$ cat src/pfr_pkg.sv
// constants and carrier types for the printer fault and ready logic
// assumes one 100 MHz clock and sensors already synchronous to it
//
// Overview of operation
// fuse alarm lamp lit while any actuator fuse blown; ready returns after replacement
// dc fault lamp lit on supply fault; ready follows 45 s timing cycle
// overrun lamp set after 22 inches of continuous automatic feed
// overrun lamp held until ready switch pressed, then printer ready again
// manually advanced paper never counts toward overrun
// paper low lamp lit when 2.5 inches remain below print head
// ready once paper corrected; paper low lamp cleared by ready switch
// cabinet lamp follows open, undefeated interlock; ready after 45 s cycle
// ribbon lamp set on ribbon reversal while swap request active
// swap request press clears ribbon lamp; ready switch then restores ready
// thermal lamp on overheat or airflow loss; ready after 45 s cycle (code: lamp follows overtemp only, air_loss reaches controller summary only)
// printer summary lamp ORs ribbon, dc, overrun, carriage, heat, interlock
// controller summary lamp ORs low volt, high current, heat, air loss
// misset lamp lit when any maintenance switch is off normal
// power key green when powered, red when dc off; press turns off
// in 62 character mode codes 05 and 77 octal are not printed
// in 62 character mode code 77 suppresses rest of line
// in 63 character mode only code 05 octal is suppressed
// after power on with no faults, ready follows 45 s delay
// ready only with no blocking lamp and no timing cycle running

package pfr_pkg;

	// -----------------------------------------------------------------
	// timing
	// -----------------------------------------------------------------
	localparam longint unsigned TIMER_SECONDS = 64'd45;
	localparam longint unsigned CLK_HZ = 64'd100_000_000;
	localparam longint unsigned TIMER_CYCLES_DFLT = TIMER_SECONDS * CLK_HZ;

	// -----------------------------------------------------------------
	// paper feed
	// -----------------------------------------------------------------
	localparam int unsigned OVERRUN_INCHES = 22;
	// feed steps per inch of paper travel
	localparam int unsigned STEPS_PER_INCH_DFLT = 6;

	// -----------------------------------------------------------------
	// character codes (octal 05 and 77)
	// -----------------------------------------------------------------
	localparam logic [5:0] CODE_BLANK = 6'h05;
	localparam logic [5:0] CODE_STOP = 6'h3f;

	// -----------------------------------------------------------------
	// carriers
	// -----------------------------------------------------------------
	typedef struct packed {
		logic fuse_blown;
		logic dc_fault;
		logic paper_low;
		logic interlock_open;
		logic interlock_defeat;
		logic overtemp;
		logic carriage_out;
	} pfr_sense_t;

	typedef struct packed {
		logic low_volt;
		logic high_cur;
		logic high_temp;
		logic air_loss;
	} pfr_ctl_t;

	typedef struct packed {
		logic valid;
		logic [5:0] code;
	} pfr_char_t;

endpackage

$ cat src/pfr_status.sv
// printer fault lamps, ready condition, controller lamps, character filter
// assumes sensor levels and one-cycle button/feed pulses synchronous to mclk_i
module pfr_status import pfr_pkg::*; #(
	parameter longint unsigned TIMER_CYCLES = TIMER_CYCLES_DFLT,
	parameter int unsigned STEPS_PER_INCH = STEPS_PER_INCH_DFLT,
	parameter int unsigned MAINT_SW = 8
) (
	input wire logic mclk_i,
	input wire logic rst_n_i,
	input wire pfr_sense_t sense_i,
	input wire logic feed_step_i,
	input wire logic manual_feed_i,
	input wire logic feed_stop_i,
	input wire logic ready_btn_i,
	input wire logic ribbon_swap_btn_i,
	input wire logic ribbon_reverse_i,
	input wire pfr_ctl_t ctl_i,
	input wire logic [MAINT_SW-1:0] maint_off_normal_i,
	input wire logic ctl_power_on_i,
	input wire logic dc_power_on_i,
	input wire logic power_key_btn_i,
	input wire logic charset63_i,
	input wire logic line_start_i,
	input wire pfr_char_t char_i,
	output logic actuator_fuse_alarm_o,
	output logic dc_fault_lamp_o,
	output logic paper_feed_overrun_o,
	output logic paper_low_lamp_o,
	output logic cabinet_open_lamp_o,
	output logic ribbon_swap_request_o,
	output logic ribbon_exhausted_lamp_o,
	output logic thermal_alarm_o,
	output logic ready_o,
	output logic printer_summary_alarm_o,
	output logic controller_summary_alarm_o,
	output logic maintenance_misset_lamp_o,
	output logic key_green_o,
	output logic key_red_o,
	output logic ctl_off_req_o,
	output pfr_char_t char_o
);

	// -----------------------------------------------------------------
	// sizes and elaboration checks
	// -----------------------------------------------------------------
	localparam int unsigned RUN_LIMIT = OVERRUN_INCHES * STEPS_PER_INCH;
	localparam int RW = $clog2(RUN_LIMIT + 1);
	localparam int TW = $clog2(TIMER_CYCLES + 64'd1);
	localparam logic [TW-1:0] TMR_LOAD = TW'(TIMER_CYCLES);
	localparam logic [TW-1:0] TMR_ONE = TW'(64'd1);
	localparam logic [RW-1:0] RUN_END = RW'(RUN_LIMIT);
	localparam logic [RW-1:0] RUN_ONE = RW'(1);

	if (TIMER_CYCLES < 64'd2 || STEPS_PER_INCH < 1 || MAINT_SW < 1) begin
		$error("pfr_status: parameter out of range");
	end

	function automatic logic printable(input logic [5:0] code,
		input logic cs63, input logic stopped);
		printable = code != CODE_BLANK &&
			(cs63 || (code != CODE_STOP && !stopped));
	endfunction

	// -----------------------------------------------------------------
	// state
	// -----------------------------------------------------------------
	logic [TW-1:0] tmr_reg, tmr_next;
	logic [RW-1:0] run_reg, run_next;
	logic overrun_reg, overrun_next;
	logic low_lamp_reg, low_lamp_next;
	logic swap_reg, swap_next;
	logic rib_lamp_reg, rib_lamp_next;
	logic rib_hold_reg, rib_hold_next;
	logic stop_seen_reg, stop_seen_next;
	logic ready_next;

	// -----------------------------------------------------------------
	// fault decode
	// -----------------------------------------------------------------
	wire cab_open = sense_i.interlock_open && !sense_i.interlock_defeat;
	wire timed_fault = sense_i.dc_fault || cab_open || sense_i.overtemp;
	wire tmr_zero = tmr_reg == '0;

	// -----------------------------------------------------------------
	// 45 s timing cycle, loaded at reset for the power-on delay
	// -----------------------------------------------------------------
	assign tmr_next = timed_fault ? TMR_LOAD :
		(tmr_zero ? tmr_reg : tmr_reg - TMR_ONE);

	// -----------------------------------------------------------------
	// forms runaway
	// -----------------------------------------------------------------
	wire run_hit = feed_step_i && run_reg == RUN_END - RUN_ONE;
	assign run_next = (feed_stop_i || run_hit) ? '0 :
		(feed_step_i ? run_reg + RUN_ONE : run_reg);
	assign overrun_next = run_hit ||
		(overrun_reg && !ready_btn_i);

	// -----------------------------------------------------------------
	// forms out
	// -----------------------------------------------------------------
	assign low_lamp_next = sense_i.paper_low ||
		(low_lamp_reg && !ready_btn_i);

	// -----------------------------------------------------------------
	// ribbon change
	// -----------------------------------------------------------------
	assign swap_next = swap_reg ^ ribbon_swap_btn_i;
	wire rib_set = swap_reg && ribbon_reverse_i;
	assign rib_lamp_next = rib_set ||
		(rib_lamp_reg && !ribbon_swap_btn_i);
	assign rib_hold_next = rib_set ||
		(rib_hold_reg && !(ready_btn_i && !rib_lamp_reg));

	// -----------------------------------------------------------------
	// ready
	// -----------------------------------------------------------------
	assign ready_next = !sense_i.fuse_blown && !timed_fault &&
		!overrun_next && !sense_i.paper_low &&
		!rib_hold_next && !sense_i.carriage_out &&
		tmr_next == '0;

	// -----------------------------------------------------------------
	// character filter
	// -----------------------------------------------------------------
	wire stop_now = !line_start_i && stop_seen_reg;
	wire prt_ok = printable(char_i.code, charset63_i, stop_now);
	assign stop_seen_next = stop_now || (char_i.valid &&
		!charset63_i && char_i.code == CODE_STOP);

	// -----------------------------------------------------------------
	// registers
	// -----------------------------------------------------------------
	always_ff @(posedge mclk_i or negedge rst_n_i) begin
		if (!rst_n_i) begin
			tmr_reg <= TMR_LOAD;
			run_reg <= '0;
			overrun_reg <= 1'b0;
			low_lamp_reg <= 1'b0;
			swap_reg <= 1'b0;
			rib_lamp_reg <= 1'b0;
			rib_hold_reg <= 1'b0;
			stop_seen_reg <= 1'b0;
		end else begin
			tmr_reg <= tmr_next;
			run_reg <= run_next;
			overrun_reg <= overrun_next;
			low_lamp_reg <= low_lamp_next;
			swap_reg <= swap_next;
			rib_lamp_reg <= rib_lamp_next;
			rib_hold_reg <= rib_hold_next;
			stop_seen_reg <= stop_seen_next;
		end
	end

	always_ff @(posedge mclk_i or negedge rst_n_i) begin
		if (!rst_n_i) begin
			actuator_fuse_alarm_o <= 1'b0;
			dc_fault_lamp_o <= 1'b0;
			cabinet_open_lamp_o <= 1'b0;
			thermal_alarm_o <= 1'b0;
			ready_o <= 1'b0;
			printer_summary_alarm_o <= 1'b0;
		end else begin
			actuator_fuse_alarm_o <= sense_i.fuse_blown;
			dc_fault_lamp_o <= sense_i.dc_fault;
			cabinet_open_lamp_o <= cab_open;
			thermal_alarm_o <= sense_i.overtemp;
			ready_o <= ready_next;
			printer_summary_alarm_o <= rib_lamp_next ||
				sense_i.dc_fault || overrun_next ||
				sense_i.carriage_out || sense_i.overtemp || cab_open;
		end
	end

	always_ff @(posedge mclk_i or negedge rst_n_i) begin
		if (!rst_n_i) begin
			controller_summary_alarm_o <= 1'b0;
			maintenance_misset_lamp_o <= 1'b0;
			key_green_o <= 1'b0;
			key_red_o <= 1'b0;
			ctl_off_req_o <= 1'b0;
			char_o <= '0;
		end else begin
			controller_summary_alarm_o <= |ctl_i;
			maintenance_misset_lamp_o <= |maint_off_normal_i;
			key_green_o <= ctl_power_on_i;
			key_red_o <= !dc_power_on_i;
			ctl_off_req_o <= power_key_btn_i;
			char_o.valid <= char_i.valid && prt_ok;
			char_o.code <= char_i.code;
		end
	end

	// direct register views
	assign paper_feed_overrun_o = overrun_reg;
	assign paper_low_lamp_o = low_lamp_reg;
	assign ribbon_swap_request_o = swap_reg;
	assign ribbon_exhausted_lamp_o = rib_lamp_reg;
endmodule

$ cat config.mk
export PLATFORM = sky130hd
export DESIGN_NAME = pfr_status
export DESIGN_NICKNAME = d
export VERILOG_FILES = /design/src/pfr_pkg.sv /design/src/pfr_status.sv
export SDC_FILE = /design/constraint.sdc
export NUM_CORES = 1
export LEC_CHECK = 0
export BUFFER_PORTS_ARGS = -buffer_cell sky130_fd_sc_hd__buf_2
export CORE_AREA = 2 2 92 94
export DETAILED_ROUTE_END_ITERATION = 8
export DIE_AREA = 0 0 94 96
export SYNTH_ARGS = -nofsm -noshare
export SYNTH_HDL_FRONTEND = slang
export SYNTH_SLANG_ARGS = --single-unit
$ cat constraint.sdc
create_clock -name mclk_i -period 5.44 [get_ports mclk_i]
set_input_delay 1.088 -clock mclk_i [delete_from_list [all_inputs] [get_ports mclk_i]]
set_output_delay 1.088 -clock mclk_i [all_outputs]
set_load 0.02 [all_outputs]
==> impl_metrics.py <==
metrics = {
    "yosys": {
        "synth_compound_gate_area_share_pct": 10.99,
        "post_synth_num_cell_types": 52,
        "synth_area_leader_cell": "sky130_fd_sc_hd__dfrtp_1",
        "synthSimpleGateAreaFrac_pct": 23.79,
        "synth.ff_latch_count": 65,
        "syn-num-nets": 343,
        "yosys.cell_count.top_type": "sky130_fd_sc_hd__dfrtp_1",
        "synth_largest_type_area_fraction_pct": 44.28,
        "synth.yosys.seq_area_share_pct": 52.74,
        "yosys-mux-area-fraction_pct": 1.932,
        "post_synth_fa_ha_maj_area_fraction_pct": 0.8052,
        "dominantRegCellSynth": "sky130_fd_sc_hd__dfrtp_1",
        "synthesized_cell_area_um2": 3108,
        "synth_top_cells_by_count": "sky130_fd_sc_hd__dfrtp_1 (55), sky130_fd_sc_hd__nor2_1 (30), sky130_fd_sc_hd__nand2_1 (23)",
        "synth_top_cells_by_area": "sky130_fd_sc_hd__dfrtp_1 (44%), sky130_fd_sc_hd__dfstp_2 (8.5%), sky130_fd_sc_hd__nor2_1 (3.6%)",
        "combinational_family_with_the_most_area_after_synthesis": "simple AND/OR/NAND/NOR gates",
        "synth.yosys.warnings": 0,
        "synth_xor_area_share_pct": 6.763,
        "synth_edf_count": 0,
        "synth_area_per_cell_um2": 10.29,
        "ys_async_rst_share_pct": 100.0,
        "synthesis.instances": 302,
    },
    "power": {
        "power_density_nw_per_um2": 281.8,
        "irDropWorstVdd_mv": 0.1784,
        "power.total_uw": 1041,
        "power_leakage_uw": 0.001575,
    },
    "sta": {
        "final_hold_viol_count": 0,
        "min_period_ns": 3.675,
        "rsz_0062_raised_after_global_routing": "false",
        "timing.clock.skew_ns": 0.008616,
        "maximum_clock_rate_mhz": 272.1,
        "min_period_over_period_pct": 67.55,
        "worst_slew_margin_rel_pct": 43.25,
        "worst_hold_slack_after_final_layout_ns": 0.4847,
        "fin_setup_tns_ns": 0,
        "timing_worst_slew_pin_value_ns": 0.8512,
        "number_of_setup_violations_in_the_final_report": 0,
        "finalMaxSlewViolations": 0,
    },
    "layout": {
        "fraction_of_final_layout_cells_sized_beyond_drive_strength_1_pct": 26.09,
        "seq_area_um2": 1639,
        "filler_cell_count": 800,
        "multi_input_comb_area_um2": 1381,
        "syn2layout_area_growth_pct": 18.92,
        "final_design_area_no_fill_um2": 3696,
        "largest_register_ff_count": 33,
        "layout.nets": 404,
        "antenna_cells_inserted": 0,
        "final-instance-count-excl-fill": 473,
    },
    "critical_path": {
        "crit_fanout": 16,
        "path_common_cell": "sky130_fd_sc_hd__or4_1",
        "path_class": "reg2reg",
        "cp_data_arrival_time_ns": 3.93,
        "timing.critical_path.required_ns": 5.70,
        "critPathSlowestCell": "sky130_fd_sc_hd__or4b_1",
        "slowest_stage_delay_on_critical_path_ns": 0.82,
        "timing.critical_path.to_type": "flop",
        "worstSetupStartpointType": "flop",
        "cp_cell_sequence": "or4_1 > or4b_1 > nor4_1 > mux2i_1 > nand4_1 > or4_1 > nor4_2",
    },
    "placed_design": {
        "dpl.cell_count": 457,
        "place_congestion": 0.8210,
        "post_dp_cell_area_um2": 3518,
        "port_buf_inserts": 59,
        "dp_hpwl_um": 4778,
    },
    "routing": {
        "detailedRoute.firstPassIterationCount": 4,
        "post-route-drc-count": 0,
        "drt-initial-drc-count": 154,
        "post_drt_via_cell_ratio": 5.362,
        "dr_total_vias": 2536,
        "drt-wirelength-per-cell_um": 14.78,
        "total_wire_length_um": 6993,
        "drtAntennaViolNets": 0,
    },
    "floorplanning": {
        "start_util_pct": 38.60,
        "die-area_um2": 9024,
        "core_region_area_um2": 8051,
        "num_io_pins": 61,
        "die_height_um": 96,
        "placement_rows": 33,
        "floorplan.die.width_um": 94,
    },
    "global_route": {
        "grt_pass1_vias": 2463,
        "grt_pass1_wl_um": 11850,
        "grt_antenna_before_repair": 0,
        "largest_net_degree_at_the_start_of_global_routing": 66,
        "globalRoute.totalOverflow": 0,
        "grt_usage_pct": 16.93,
    },
    "hold_path": {
        "hold_path.class": "reg2reg",
    },
    "clocking": {
        "post_cts_resized": 0,
        "cts_sinks": 65,
        "cts_hold_buffers": 0,
        "cts_made_buffers": 9,
        "clk_root_buffer_cell": "sky130_fd_sc_hd__clkbuf_8",
        "clk_transition_reported_paths_ns": 0.08,
        "cts_max_path_buffers": 2,
        "post-cts-setup-buffers": 0,
        "tritoncts": "done",
        "cts-htree-levels": 3,
        "worstSkewPairLatency_ns": 0.36,
    },
    "run": {
        "maxCapViolCount": 0,
    },
    "status": {
        "status": "finished clean",
    },
}
[metrics by stage]
stage	setup slack, ns	util, %
after floorplan	2.225	-
after global placement	1.823	43.70
after detailed placement	1.789	43.70
after CTS	1.785	45.91
after global routing	1.575	45.91
final	1.765	45.91
[worst max-delay path, delay by kind of cell (launching register included)]
kind,cells,cell delay [ns]
AND/OR/NAND/NOR,6,2.89
flip-flops,1,0.41
multiplexers,1,0.28
[final timing paths]
path / end / slack, ns / startpoint / cells after the start
max: ready_o / 1.77 / tmr_reg[18] / 7
min: tmr_reg[32] / 0.48 / tmr_reg[32] / 2
max reg2reg: ready_o / 1.77 / tmr_reg[18] / 7
min reg2reg: tmr_reg[32] / 0.48 / tmr_reg[32] / 2
max in group asynchronous: tmr_reg[24] / 3.96 / rst_n_i / 2
min in group asynchronous: tmr_reg[22] / 0.91 / rst_n_i / 2
[cells in the final DEF (no fill, tap or decap), types with 2 or more instances in the layout]
cell type                    synthesis  routed
sky130_fd_sc_hd__a2111oi_0           3       3
sky130_fd_sc_hd__a211o_1             2       2
sky130_fd_sc_hd__a21o_1              2       2
sky130_fd_sc_hd__a21oi_1             9       9
sky130_fd_sc_hd__a31oi_1             2       2
sky130_fd_sc_hd__and2_1              5       5
sky130_fd_sc_hd__and3_1              3       3
sky130_fd_sc_hd__and4b_1             2       2
sky130_fd_sc_hd__buf_2               2      59
sky130_fd_sc_hd__buf_4               0       4
sky130_fd_sc_hd__clkbuf_8            0       9
sky130_fd_sc_hd__clkinvlp_4          0       3
sky130_fd_sc_hd__dfrtp_1            55      55
sky130_fd_sc_hd__dfstp_2            10      10
sky130_fd_sc_hd__ha_1                2       2
sky130_fd_sc_hd__inv_1              11      11
sky130_fd_sc_hd__inv_6               0       2
sky130_fd_sc_hd__mux2i_1             6       6
sky130_fd_sc_hd__nand2_1            23      23
sky130_fd_sc_hd__nand2b_1            5       5
sky130_fd_sc_hd__nand3_1             7       7
sky130_fd_sc_hd__nand3b_1            3       3
sky130_fd_sc_hd__nand4_1             8       8
sky130_fd_sc_hd__nor2_1             30      30
sky130_fd_sc_hd__nor3_1              9       8
sky130_fd_sc_hd__nor3_2              1       2
sky130_fd_sc_hd__nor4_1             12      12
sky130_fd_sc_hd__o21ai_0             8       8
sky130_fd_sc_hd__o311ai_0            2       2
sky130_fd_sc_hd__o31ai_1             5       5
sky130_fd_sc_hd__o41ai_1             4       4
sky130_fd_sc_hd__or2_2               2       2
sky130_fd_sc_hd__or3_1               7       7
sky130_fd_sc_hd__or4_1               9       9
sky130_fd_sc_hd__xnor2_1            12      12
sky130_fd_sc_hd__xor2_1             12      12
[cell type report]
cell class	count	area share, %
sequential	65	44.35
multi-input combinational	213	37.37
timing repair buffer	63	8.802
tap	105	3.555
clock buffer	9	3.351
clock inverter	7	1.456
inverter	11	1.117
[metal layers]
layer | GRT usage, % | vias up | part of all wire (%)
met1 | 23.88 | 1227 | 49
met5 | 0 | - | 0
li1 | - | 1228 | -
met2 | 25.00 | 76 | 44
met3 | 5.403 | 5 | 6.2
met4 | 5.072 | 0 | 0.94
[report_power, final]
part	switching (uW)	internal, uW
Sequential	15.1	507
Clock	209	168
Combinational	93.7	49.1
Total	318	724
[cells by family after synthesis]
| logic type | after synthesis |
|---|---|
| and+or+nand+nor | 134 |
| DFF | 65 |
| AOI/OAI and AO/OA | 47 |
| xor gates and xnor gates | 24 |
| buffers and inverters | 24 |
| muxes | 6 |
| adders and majority gates | 2 |
(Power assumes the default switching activity.)
